### config.mk
export PLATFORM = sky130hd
export DESIGN_NAME = pls_link_ctrl
export DESIGN_NICKNAME = d
export VERILOG_FILES = /design/src/shared/pls_pkg.sv /design/src/pls_link_ctrl.sv
export VERILOG_INCLUDE_DIRS = /design/src /design/src/shared
export SDC_FILE = /design/constraint.sdc
export NUM_CORES = 1
export LEC_CHECK = 0
export BUFFER_PORTS_ARGS = -buffer_cell sky130_fd_sc_hd__buf_2
export CAP_MARGIN = 20
export CORE_ASPECT_RATIO = 1.75
export CORE_MARGIN = 1.5
export CORE_UTILIZATION = 30
export DETAILED_ROUTE_END_ITERATION = 7
export PLACE_DENSITY = 0.61
export SETUP_SLACK_MARGIN = 0.5
export SYNTH_ARGS = -nofsm -noshare
export SYNTH_HDL_FRONTEND = slang
export SYNTH_SLANG_ARGS = --single-unit
### constraint.sdc
create_clock -name core_clk -period 4.6 [get_ports core_clk]
set_input_delay 0.92 -clock core_clk [delete_from_list [all_inputs] [get_ports core_clk]]
set_output_delay 0.92 -clock core_clk [all_outputs]
set_load 0.01 [all_outputs]
### src/shared/pls_defs.svh
// Constants for the PIPE link status and control block.
// Assumes inclusion by pls_pkg, the design module, the checker and the bench.
`ifndef PLS_DEFS_SVH
`define PLS_DEFS_SVH
`define PLS_ADDR_CTRL 8'h00
`define PLS_ADDR_MARGIN 8'h04
`define PLS_ADDR_STATUS 8'h08
`define PLS_ADDR_CAPS 8'h0C
`define PLS_CTRL_RESET 8'h0E
`define PLS_CTRL_LINK_EN 0
`define PLS_CTRL_PCS_HOLD 1
`define PLS_CTRL_UPCFG_CAP 2
`define PLS_CTRL_FAST_CAP 3
`define PLS_CTRL_FACES_UP 4
`define PLS_CTRL_SEL_DEEMPH 5
`define PLS_CTRL_TX_L0S 6
`define PLS_CODE_DET_QUIET 6'h00
`define PLS_CODE_DET_ACTIVE 6'h02
`define PLS_CODE_POL_ACTIVE 6'h04
`define PLS_CODE_CFG_LWIDTH 6'h0B
`define PLS_CODE_CFG_COMPLETE 6'h11
`define PLS_CODE_CFG_IDLE 6'h15
`define PLS_CODE_L0 6'h16
`define PLS_CODE_REC_LOCK 6'h1C
`define PLS_CODE_REC_CFG 6'h1D
`define PLS_CODE_REC_SPEED 6'h1E
`define PLS_CODE_REC_IDLE 6'h20
`define PLS_RX_DETECTED 3'h3
`define PLS_PWR_P0 2'h0
`define PLS_PWR_P0S 2'h1
`define PLS_PWR_P1 2'h2
`define PLS_WIDTH_UNTRAINED 3'h0
`define PLS_DEEMPH_6DB 1'h0
`define PLS_DEEMPH_3P5DB 1'h1
`define PLS_RATE_2G5 1'h0
`define PLS_RATE_5G0 1'h1
`define PLS_DET_WAIT 16'h0400
`endif

### src/shared/pls_pkg.sv
// Types for the PIPE link status and control block.
// Assumes pls_defs.svh sits beside it on the include path.
`include "pls_defs.svh"
package pls_pkg;
    typedef enum logic [3:0] {
        DET_QUIET, DET_ACTIVE, POL_ACTIVE, CFG_LWIDTH, CFG_COMPLETE,
        CFG_IDLE, LINK_L0, REC_LOCK, REC_CFG, REC_SPEED, REC_IDLE
    } pls_state_t;
    typedef enum logic [2:0] {
        TXS_NOT = 3'h0, TXS_ENTRY = 3'h1, TXS_IDLE = 3'h2, TXS_FTS = 3'h3
    } pls_txsub_t;
    typedef enum logic [1:0] {
        RXS_NOT = 2'h0, RXS_ENTRY = 2'h1, RXS_IDLE = 2'h2, RXS_FTS = 2'h3
    } pls_rxsub_t;
endpackage : pls_pkg

### src/pls_link_ctrl.sv
// Physical-layer status and control port toward a serial transceiver.
// Assumes a free 250 MHz core clock that samples the slower pipe clock
// pin; all pipe-side inputs are stable around the pipe clock rising edge.
// Functional notes
// - Current rate on one bit from its own flop, 0 is 2.5G, 1 is 5G.
// - Current width on two bits, 00 x1 up to 11 x8.
// - Six-bit training state code; codes 110100 and above never appear.
// - Lane reversal mode on two bits: none, 1:0, 3:0, 7:0.
// - Active-low link-up output, low while physical layer is up.
// - Target width is used only when request bit 0 is set.
// - Target speed is used only when request bit 1 is set.
// - Transmit low-power substate on three bits, 100 and up unused.
// - Receive low-power substate on two bits.
// - Upconfigure flag high only when both ends are upconfigure capable.
// - Fast-rate flag high when both ends support 5G at last L0 entry.
// - Partner fast flag high once partner advertised 5G into L0.
// - First trained width captured at first configuration idle.
// - Downstream at 5G, source bit picks partner or register value.
// - Detect control starts detection in P1 or loopback in P0.
// - Transceiver reset output holds the coding sublayer in reset.
// - Rate control to transceiver, 0 for 2.5G, 1 for 5G.
// - De-emphasis control, 0 for -6dB, 1 for -3.5dB.
// - Swing margin on three bits, 000 normal operation.
// - Per-lane power state: 00 P0, 01 P0s, 10 P1.
//
// Decided for this implementation: the placing of the registers and the plain strobed port.
`timescale 1ns/1ns
`include "pls_defs.svh"
module pls_link_ctrl
    import pls_pkg::*;
#(
    parameter int LANES = 8,
    parameter logic [15:0] DET_WAIT = `PLS_DET_WAIT
) (
    input wire logic core_clk,
    input wire logic resetn,
    input wire logic [7:0] regAddr,
    input wire logic [31:0] regWrData,
    input wire logic regWrStb,
    input wire logic regRdStb,
    output logic [31:0] regRdData,
    input wire logic phySideClock,
    input wire logic [1:0] forcedChangeReq,
    input wire logic [1:0] forcedTargetWidth,
    input wire logic forcedTargetSpeed,
    input wire logic forcedChangeAutonomous,
    input wire logic preferredDeemphasisIn,
    input wire logic deemphasisSourceSel,
    input wire logic [2:0] laneRxStatusCode,
    input wire logic partnerTrainingSeen,
    input wire logic [1:0] partnerWidth,
    input wire logic partnerLaneFlip,
    input wire logic partnerUpconfigBit,
    input wire logic partnerFastRate,
    input wire logic partnerDeemphasis,
    input wire logic partnerElecIdle,
    output logic currentRateSel,
    output logic [1:0] currentWidthSel,
    output logic [5:0] trainingStateCode,
    output logic [1:0] laneOrderFlipMode,
    output logic phyUpLow_n,
    output logic [2:0] txLowpowerSubstate,
    output logic [1:0] rxLowpowerSubstate,
    output logic upconfigCapableFlag,
    output logic fastRateCapableFlag,
    output logic partnerFastRateFlag,
    output logic [2:0] firstTrainedWidth,
    output logic xcvrDetectOrLoop,
    output logic xcvrPcsReset,
    output logic xcvrRateCtrl,
    output logic xcvrDeemphasisCtrl,
    output logic [2:0] xcvrSwingMargin,
    output logic [2*LANES-1:0] lanePowerState
);

    function automatic logic [5:0] stateCode(input pls_state_t s);
        unique case (s)
            DET_QUIET: stateCode = `PLS_CODE_DET_QUIET;
            DET_ACTIVE: stateCode = `PLS_CODE_DET_ACTIVE;
            POL_ACTIVE: stateCode = `PLS_CODE_POL_ACTIVE;
            CFG_LWIDTH: stateCode = `PLS_CODE_CFG_LWIDTH;
            CFG_COMPLETE: stateCode = `PLS_CODE_CFG_COMPLETE;
            CFG_IDLE: stateCode = `PLS_CODE_CFG_IDLE;
            LINK_L0: stateCode = `PLS_CODE_L0;
            REC_LOCK: stateCode = `PLS_CODE_REC_LOCK;
            REC_CFG: stateCode = `PLS_CODE_REC_CFG;
            REC_SPEED: stateCode = `PLS_CODE_REC_SPEED;
            REC_IDLE: stateCode = `PLS_CODE_REC_IDLE;
            default: stateCode = `PLS_CODE_DET_QUIET;
        endcase
    endfunction : stateCode

    logic [7:0] ctrl_reg;
    logic [2:0] margin_reg;
    logic clkMeta_reg;
    logic clkSync2_reg;
    logic clkSync3_reg;
    logic clkLevel_reg;
    logic pipeEn_reg;
    pls_state_t state_reg;
    pls_state_t state_next;
    logic [15:0] detCount_reg;
    logic trainedOnce_reg;
    logic partnerUpcfg_reg;
    logic partnerFastLast_reg;
    logic autonomous_reg;
    logic widthChange;
    logic speedChange;
    logic linkEn;
    logic fastOk;

    assign linkEn = ctrl_reg[`PLS_CTRL_LINK_EN];
    assign fastOk = ctrl_reg[`PLS_CTRL_FAST_CAP] & partnerFastLast_reg;
    assign widthChange = forcedChangeReq[0] &&
        (forcedTargetWidth != currentWidthSel);
    assign speedChange = forcedChangeReq[1] &&
        (forcedTargetSpeed != currentRateSel) &&
        (!forcedTargetSpeed || fastOk);

    // Three-stage sampler of the pipe clock pin; an edge counts only once
    // stages two and three agree, which rejects a single metastable sample.
    always_ff @(posedge core_clk or negedge resetn) begin
        if (!resetn) begin
            clkMeta_reg <= 1'b0;
            clkSync2_reg <= 1'b0;
            clkSync3_reg <= 1'b0;
            clkLevel_reg <= 1'b0;
            pipeEn_reg <= 1'b0;
        end else begin
            clkMeta_reg <= phySideClock;
            clkSync2_reg <= clkMeta_reg;
            clkSync3_reg <= clkSync2_reg;
            pipeEn_reg <= 1'b0;
            if (clkSync2_reg == clkSync3_reg &&
                    clkSync3_reg != clkLevel_reg) begin
                clkLevel_reg <= clkSync3_reg;
                pipeEn_reg <= clkSync3_reg;
            end
        end
    end

    always_ff @(posedge core_clk or negedge resetn) begin
        if (!resetn) begin
            ctrl_reg <= `PLS_CTRL_RESET;
            margin_reg <= 3'h0;
        end else if (regWrStb) begin
            if (regAddr == `PLS_ADDR_CTRL) begin
                ctrl_reg <= regWrData[7:0];
            end
            if (regAddr == `PLS_ADDR_MARGIN) begin
                margin_reg <= regWrData[2:0];
            end
        end
    end

    always_ff @(posedge core_clk or negedge resetn) begin
        if (!resetn) begin
            regRdData <= 32'h0;
        end else if (regRdStb) begin
            unique case (regAddr)
                `PLS_ADDR_CTRL: regRdData <= {24'h0, ctrl_reg};
                `PLS_ADDR_MARGIN: regRdData <= {29'h0, margin_reg};
                `PLS_ADDR_STATUS: regRdData <= {16'h0, ~phyUpLow_n,
                    currentRateSel, currentWidthSel, laneOrderFlipMode,
                    trainingStateCode, 4'h0};
                `PLS_ADDR_CAPS: regRdData <= {24'h0, autonomous_reg,
                    upconfigCapableFlag, fastRateCapableFlag,
                    partnerFastRateFlag, 1'b0, firstTrainedWidth};
                default: regRdData <= 32'h0;
            endcase
        end else begin
            regRdData <= 32'h0;
        end
    end

    always_comb begin
        state_next = state_reg;
        unique case (state_reg)
            DET_QUIET: if (linkEn) state_next = DET_ACTIVE;
            DET_ACTIVE: begin
                if (laneRxStatusCode == `PLS_RX_DETECTED) begin
                    state_next = POL_ACTIVE;
                end else if (detCount_reg == DET_WAIT) begin
                    state_next = DET_QUIET;
                end
            end
            POL_ACTIVE: if (partnerTrainingSeen) state_next = CFG_LWIDTH;
            CFG_LWIDTH: state_next = CFG_COMPLETE;
            CFG_COMPLETE: state_next = CFG_IDLE;
            CFG_IDLE: state_next = LINK_L0;
            LINK_L0: begin
                if (widthChange || speedChange) begin
                    state_next = REC_LOCK;
                end
            end
            REC_LOCK: state_next = REC_CFG;
            REC_CFG: state_next = speedChange ? REC_SPEED : REC_IDLE;
            REC_SPEED: state_next = REC_IDLE;
            REC_IDLE: state_next = LINK_L0;
        endcase
        if (!linkEn) begin
            state_next = DET_QUIET;
        end
    end

    always_ff @(posedge core_clk or negedge resetn) begin
        if (!resetn) begin
            state_reg <= DET_QUIET;
            detCount_reg <= 16'h0;
            trainingStateCode <= `PLS_CODE_DET_QUIET;
        end else if (pipeEn_reg) begin
            state_reg <= state_next;
            trainingStateCode <= stateCode(state_next);
            if (state_reg == DET_ACTIVE && state_next == DET_ACTIVE) begin
                detCount_reg <= detCount_reg + 16'h1;
            end else begin
                detCount_reg <= 16'h0;
            end
        end
    end

    // Width follows training and forced changes, rate follows forced changes, lane order follows training only.
    always_ff @(posedge core_clk or negedge resetn) begin
        if (!resetn) begin
            currentRateSel <= `PLS_RATE_2G5;
            xcvrRateCtrl <= `PLS_RATE_2G5;
            currentWidthSel <= 2'h0;
            laneOrderFlipMode <= 2'h0;
            autonomous_reg <= 1'b0;
        end else if (pipeEn_reg) begin
            if (state_next == DET_QUIET) begin
                currentRateSel <= `PLS_RATE_2G5;
                xcvrRateCtrl <= `PLS_RATE_2G5;
            end else if (state_reg == REC_SPEED) begin
                currentRateSel <= forcedTargetSpeed;
                xcvrRateCtrl <= forcedTargetSpeed;
            end
            if (state_reg == CFG_LWIDTH) begin
                currentWidthSel <= partnerWidth;
                laneOrderFlipMode <= partnerLaneFlip ?
                    partnerWidth : 2'h0;
            end else if (state_reg == REC_CFG && widthChange) begin
                currentWidthSel <= forcedTargetWidth;
            end
            if (state_reg == LINK_L0 && state_next == REC_LOCK) begin
                autonomous_reg <= forcedChangeAutonomous;
            end
        end
    end

    // Capability flags are judged on the step into L0 from recovery or
    // configuration, so the partner's later silence does not drop them.
    always_ff @(posedge core_clk or negedge resetn) begin
        if (!resetn) begin
            partnerUpcfg_reg <= 1'b0;
            partnerFastLast_reg <= 1'b0;
            upconfigCapableFlag <= 1'b0;
            fastRateCapableFlag <= 1'b0;
            partnerFastRateFlag <= 1'b0;
            firstTrainedWidth <= `PLS_WIDTH_UNTRAINED;
            trainedOnce_reg <= 1'b0;
            phyUpLow_n <= 1'b1;
        end else if (pipeEn_reg) begin
            if (state_reg == CFG_COMPLETE) begin
                partnerUpcfg_reg <= partnerUpconfigBit;
            end
            if (state_reg == CFG_IDLE && !trainedOnce_reg) begin
                trainedOnce_reg <= 1'b1;
                firstTrainedWidth <=
                    {1'b0, currentWidthSel} + 3'h1;
            end
            if ((state_reg == CFG_IDLE || state_reg == REC_IDLE) &&
                    state_next == LINK_L0) begin
                partnerFastLast_reg <= partnerFastRate;
                fastRateCapableFlag <= partnerFastRate &
                    ctrl_reg[`PLS_CTRL_FAST_CAP];
                upconfigCapableFlag <= partnerUpcfg_reg &
                    ctrl_reg[`PLS_CTRL_UPCFG_CAP];
                if (partnerFastRate) begin
                    partnerFastRateFlag <= 1'b1;
                end
            end
            // A link that falls back to detect is no longer fast capable,
            // and the partner fast flag, once set at an L0 entry, is cleared only here.
            if (state_next == DET_QUIET) begin
                partnerFastRateFlag <= 1'b0;
                fastRateCapableFlag <= 1'b0;
            end
            phyUpLow_n <= !(state_next == LINK_L0 ||
                state_next == REC_LOCK || state_next == REC_CFG ||
                state_next == REC_SPEED ||
                state_next == REC_IDLE);
        end
    end

    always_ff @(posedge core_clk or negedge resetn) begin
        if (!resetn) begin
            txLowpowerSubstate <= TXS_NOT;
            rxLowpowerSubstate <= RXS_NOT;
        end else if (pipeEn_reg) begin
            if (state_reg != LINK_L0) begin
                txLowpowerSubstate <= TXS_NOT;
                rxLowpowerSubstate <= RXS_NOT;
            end else begin
                unique case (txLowpowerSubstate)
                    TXS_NOT: if (ctrl_reg[`PLS_CTRL_TX_L0S])
                        txLowpowerSubstate <= TXS_ENTRY;
                    TXS_ENTRY: txLowpowerSubstate <= TXS_IDLE;
                    TXS_IDLE: if (!ctrl_reg[`PLS_CTRL_TX_L0S])
                        txLowpowerSubstate <= TXS_FTS;
                    TXS_FTS: txLowpowerSubstate <= TXS_NOT;
                    default: txLowpowerSubstate <= TXS_NOT;
                endcase
                unique case (rxLowpowerSubstate)
                    RXS_NOT: if (partnerElecIdle)
                        rxLowpowerSubstate <= RXS_ENTRY;
                    RXS_ENTRY: rxLowpowerSubstate <= RXS_IDLE;
                    RXS_IDLE: if (!partnerElecIdle)
                        rxLowpowerSubstate <= RXS_FTS;
                    RXS_FTS: rxLowpowerSubstate <= RXS_NOT;
                endcase
            end
        end
    end

    // Transceiver controls. Below 5G, unless the faces-up bit is set, the link runs -3.5dB
    // regardless of source, since de-emphasis choice only matters at the faster rate.
    always_ff @(posedge core_clk or negedge resetn) begin
        if (!resetn) begin
            xcvrDetectOrLoop <= 1'b0;
            xcvrPcsReset <= 1'b1;
            xcvrDeemphasisCtrl <= `PLS_DEEMPH_3P5DB;
            xcvrSwingMargin <= 3'h0;
            lanePowerState <= {LANES{`PLS_PWR_P1}};
        end else if (pipeEn_reg) begin
            xcvrPcsReset <= ctrl_reg[`PLS_CTRL_PCS_HOLD];
            xcvrSwingMargin <= margin_reg;
            xcvrDetectOrLoop <= (state_next == DET_ACTIVE);
            if (state_next == DET_QUIET || state_next == DET_ACTIVE) begin
                lanePowerState <= {LANES{`PLS_PWR_P1}};
            end else if (txLowpowerSubstate == TXS_IDLE) begin
                lanePowerState <= {LANES{`PLS_PWR_P0S}};
            end else begin
                lanePowerState <= {LANES{`PLS_PWR_P0}};
            end
            if (ctrl_reg[`PLS_CTRL_FACES_UP]) begin
                xcvrDeemphasisCtrl <= preferredDeemphasisIn;
            end else if (currentRateSel == `PLS_RATE_5G0) begin
                xcvrDeemphasisCtrl <= deemphasisSourceSel ?
                    ctrl_reg[`PLS_CTRL_SEL_DEEMPH] :
                    partnerDeemphasis;
            end else begin
                xcvrDeemphasisCtrl <= `PLS_DEEMPH_3P5DB;
            end
        end
    end

endmodule : pls_link_ctrl

---- Word-level counts from Yosys, hierarchy flattened ----
Memories as Yosys holds them, arrays and structs flattened. A register that Yosys moved wholly into a read port is not among the register bits.
Cells that the tools add are included.
cells by class
  $add $sub $neg .......................... 2
  multipliers ............................. 0
  div/mod/pow operators ................... 0
  magnitude comparators ................... 0
  equal/unequal tests ..................... 35
  shifts and indexed selects .............. 0
  muxes and demuxes ....................... 34
  bitwise gates (word level) .............. 4
  reduce and logical (&&, ||, !) cells .... 44
operators with widths
  kind                   number
  $pmux 16 s4            1
  $pmux 4 s10            1
  $mux 16                2
  $mux 32                1
  $eq 4x3->1 const B     6
  $eq 4x4->1 const B     6
  $mux 4                 5
  $reduce_and 2->1       10
  $add 16x1->16 const B  1
  $eq 16x11->1 const B   1
  $eq 8x4->1 const B     2
  $mux 15                1
  $mux 2                 7
  $ne 3x3->1 const B     4
  $mux 1                 11
  $logic_and 1x1->1      9
  $mux 3                 3
  $pmux 3 s3             1
  $reduce_and 3->1       3
  $eq 4x1->1 const B     2
  $eq 4x2->1 const B     2
  $eq 8x3->1 const B     1
  $logic_not 4->1        2
  $logic_not 8->1        1
  other kinds (18)       36
word-level totals
  bits in registers ....................... 111
  latch bits .............................. 0
  memory bits (writable) .................. 0
  bits in read-only memories .............. 96
  input bits .............................. 64
  output and inout bits ................... 78
  word-level logic and storage cells ...... 149
  memories kept ........................... 1
memory list
  name              depth  width  read ports  clocked after Yosys merged registers in  write ports  line                 text
  (name not given)  16     6      1           1                                        0            pls_link_ctrl.sv:77  unique case (s)

---- Depth between registers and ports, before layout ----
  word-level depth ........................ 13
  gate-level depth with buffers ........... 8
  gate-level depth less buffers ........... 8

---- Worst setup path before layout ----
OpenSTA, ideal clock, no wires.
  path kind ............................... in2reg
  start point ............................. input regAddr[5]
  end point ............................... register regRdData[10]
  setup time .............................. 66 ps
  data arrival time ....................... 2267 ps
  data required time ...................... 4534 ps
  setup slack ............................. 2267 ps
  stages on the path ...................... 5
  path buffers ............................ 0
  cell sequence ........................... or4_1 -> nor3_2 -> nand2_1 -> nor3b_2 -> and2_1
on the way
  word-level cells in the longest chain between the ends .. 3
  elaborated cells between the ends (all ways) .. 6
  classes of those cells .................. 3 x eq/ne; 2 x mux; 1 x reduce/logical
RTL lines
  what                                line                  text
  start, declared                     pls_link_ctrl.sv:37   input wire logic [7:0] regAddr,
  $eq 8x4->1 (tied with other cells)  pls_link_ctrl.sv:160  unique case (regAddr)
  $pmux 16 s4 (*)                     pls_link_ctrl.sv:160
  $mux 32 (*)                         pls_link_ctrl.sv:159  end else if (regRdStb) begin
  end signal, assigned                pls_link_ctrl.sv:161  `PLS_ADDR_CTRL: regRdData <= {24'h0, ctrl_reg};
  end signal, assigned                pls_link_ctrl.sv:162  `PLS_ADDR_MARGIN: regRdData <= {29'h0, margin_reg};
  end signal, assigned                pls_link_ctrl.sv:163  `PLS_ADDR_STATUS: regRdData <= {16'h0, ~phyUpLow_n,
  end, declared                       pls_link_ctrl.sv:41   output logic [31:0] regRdData,
Every way passes the cells marked *; elsewhere a longest branch is shown, timed or not.
A chain may end at the register's enable or synchronous reset.

---- Worst setup path in the final report ----
  start point ............................. input regAddr[5]
  end point ............................... register regRdData[8]
The elaborated chain is that of the path after synthesis.

==> results.yml <==
status:
  status: "finished, final reports clean"
placed_design:
  placedCellCount: 675
  post-place-ws_ps: 1580
  io_buffers: 100
  gp_congestion: 0.846
  dpl.hpwl_um: 8090
logic_synthesis:
  synth_compound_area_share_pct: 11.1
  synthXorXnorAreaFrac_pct: 2.37
  synthesis.area_um2: 4430
  synthMuxAreaShare_pct: 8.88
  synthAdderAreaFrac_pct: 2.20
  synth_ff_type: "dfrtp_1"
  synth_cells: 423
  async_reset_ff_share_pct: 100
  avgSynthCellArea_um2: 10.5
  synthSimpleGateAreaFrac_pct: 17.9
  ys_seq_area_share_pct: 48.8
  ys_warn_count: 0
  synth_top_family_by_area: "simple AND/OR/NAND/NOR gates"
  synth_edf_count: 0
  synth-seq-cells: 86
  yosysUniqueCellTypes: 59
final_layout:
  fill_cells: 1489
  seq_area_um2: 2160
  syn_to_final_growth_pct: 17.3
  finalNetCount: 577
  antennaDiodeCount: 0
  final-instance-count-excl-fill: 691
  drive_above_1_share_pct: 32.9
  multiInputGateArea_um2: 1940
  final_util_pct: 36.1
clocking:
  cts_buffer_depth: 2
  clk_latency_ps: 340
  cts_resized: 0
  cts_buffers: 9
  ctsRootBufferMaster: "clkbuf_16"
  clock-sinks: 86
  clkTransAtPathRegs_ps: 60
  postCtsSetupBuffers: 0
  postCtsHoldBufs: 0
  h-tree-depth: 3
  tritoncts: "yes"
power:
  power_mw: 1.69
  power_frac_seq_pct: 48.1
  power.internal_mw: 1.29
  switching_share_pct: 23.9
  ir_drop_mv: 0.225
  leakagePower_nw: 2.51
  power_frac_comb_pct: 9.6
  clockPowerShare_pct: 42.3
  p_sw_mw: 0.405
  pwr_density_cell_nw_per_um2: 326
sta:
  setup_viol: 0
  rsz0062_at_grt: "false"
  layout_min_cycle_time_ps: 2640
  fmax_mhz: 379
  slew_viol_final: 0
  hold_violations: 0
  skew_ps: 9.44
  final.period_utilization_pct: 57.4
  finalSetupTns_ps: 0
  setup_ws_ps: 1960
  relSlewSlack_pct: 38.7
  tightest_slew_ps: 915
setup_path:
  path_class: "in -> reg"
  cp_data_required_time_ps: 4870
  path_cells: "buf_2 -> or4_1 -> nor3_2 -> nand2_1 -> nor3b_2 -> and2_1"
  r2r_cells: 6
  worstSetupStartpoint: "regAddr[5]"
  cp-end-kind: "flop"
  r2r_setup_slack_ps: 2360
  cp_slowest_stage_delay_ps: 660
  cp-endpoint: "regRdData[8]"
  critPathMaxFanout: 9
  crit_slowest_cell: "nor3b_2"
  startpoint_type: "input pin"
  crit_arrival_ps: 2910
  r2r-start: "state_reg[1]"
  r2r_end: "autonomous_reg"
floorplan:
  dieArea_um2: 15500
  io-pin-count: 142
  die_x_um: 94.8
  start_util_pct: 30.8
  rows: 58
  core_area_um2: 14400
  die_y_um: 164
detailed_routing:
  ant_nets: 0
  drc_errors: 0
  first_pass_iters: 4
  drt-vias-per-instance: 4.90
  drtIter0Drc: 205
  via_count: 3385
  wl_per_cell_um: 15.4
  drt_wl_total_um: 10700
global_route:
  track_usage_pct: 14.3
  antenna_found_initial: 0
  grt_pass1_vias: 3422
  grt_pass1_wl_um: 17100
  grt.overflow.total: 0
  grt_max_degree: 45
flow_run:
  max-cap-violations: 0
worst_hold_path:
  min_path_type: "reg -> reg"
==> synth_stat cells (2+ instances only) <==
| master | instances | area share [%] |
|---|---|---|
| o2bb2ai_1 | 4 | 0.79 |
| and2b_1 | 2 | 0.34 |
| clkbuf_1 | 8 | 0.68 |
| ha_1 | 7 | 2.0 |
| nand2b_1 | 5 | 0.71 |
| xor2_1 | 7 | 1.4 |
| buf_1 | 2 | 0.17 |
| a22oi_1 | 4 | 0.68 |
| inv_1 | 13 | 1.1 |
| o22ai_1 | 2 | 0.28 |
| nor3_1 | 4 | 0.45 |
| and3_2 | 2 | 0.34 |
| o221a_2 | 2 | 0.51 |
| nand3b_1 | 3 | 0.51 |
| nor2_1 | 45 | 3.8 |
| o21ai_0 | 23 | 2.6 |
| mux2_2 | 26 | 6.6 |
| nand3_1 | 17 | 1.9 |
| or2_2 | 2 | 0.28 |
| nor2b_1 | 2 | 0.28 |
| buf_4 | 32 | 5.4 |
| a32o_1 | 2 | 0.45 |
| nand4_1 | 3 | 0.42 |
| dfrtp_1 | 79 | 45 |
| clkbuf_8 | 4 | 1.2 |
| a31oi_1 | 10 | 1.4 |
| mux2i_1 | 10 | 2.3 |
| nand2_1 | 32 | 2.7 |
| a211oi_1 | 3 | 0.51 |
| a21boi_0 | 2 | 0.34 |
| a21oi_1 | 15 | 1.7 |
| and4bb_2 | 2 | 0.57 |
| xnor2_1 | 5 | 0.99 |
| and2_1 | 11 | 1.6 |
| or3_1 | 3 | 0.42 |
| dfstp_2 | 7 | 4.2 |
==> kinds of logic (layout without fill, tap and decap cells) <==
family                     Yosys count  count (layout)
buffers and inverters               59             131
adders and majority gates            8               8
xor gates and xnor gates            12              12
other                                1              17
and+or+nand+nor                    148             148
muxes                               36              36
DFF                                 86              86
AOI/OAI and AO/OA                   73              73
==> worst min-delay path by stage <==
stage	start	end	slack [ps]	cells after the start
after floorplan	clkMeta_reg	clkSync2_reg	330	0
after global placement	clkMeta_reg	clkSync2_reg	340	0
after detailed placement	clkMeta_reg	clkSync2_reg	340	0
after CTS	clkMeta_reg	clkSync2_reg	360	0
after global routing	clkMeta_reg	clkSync2_reg	360	0
final	clkMeta_reg	clkSync2_reg	350	0
==> metal layers <==
layer  up-vias  global-route usage [%]  wire length, um
li1       1606                       -                -
met1      1688                    15.2             3900
met2        80                    27.3             6240
met3        11                    2.31              386
met4         0                    5.77              155
met5         -                       0                0
==> worst max-delay path, delay by kind of cell <==
family                 cells  cell delay [ps]
and+or+nand+nor            5             1890
buffers and inverters      1               90
==> layout by cell type, fill, tap and decap left out, types with 9 or more instances in the layout <==
cell type  instances
inv_1             13
nand2_1           32
nand3_1           17
buf_2             99
a31oi_1           10
clkbuf_16          9
dfrtp_1           79
conb_1            17
mux2_2            26
a21oi_1           15
and2_1            11
o21ai_0           23
nor2_1            45
mux2i_1           10
==> power groups by stage <==
stage	clock (mW)	combinational (mW)	sequential (mW)
after floorplan	0	0.106	0.829
after global placement	0	0.163	0.827
after detailed placement	0	0.166	0.829
after CTS	0.735	0.167	0.815
after global routing	0.758	0.183	0.819
final	0.716	0.163	0.814
==> metrics by stage <==
step | instance area, um^2 | hold WS, ps
after floorplan | 4490 | 331
after global placement | 4900 | 340
after detailed placement | 4900 | 343
after CTS | 5190 | 356
after global routing | 5190 | 361
final | 5190 | 351
==> final cells by class <==
type / instances / share of cell area [%]
Clock inverter: 4 / 0.916
Clock buffer: 12 / 4.75
Multi-Input combinational cell: 294 / 37.5
Inverter: 13 / 0.940
Sequential cell: 86 / 41.6
Timing Repair Buffer: 102 / 9.98
Tap cell: 180 / 4.34
(Power assumes the default switching activity.)
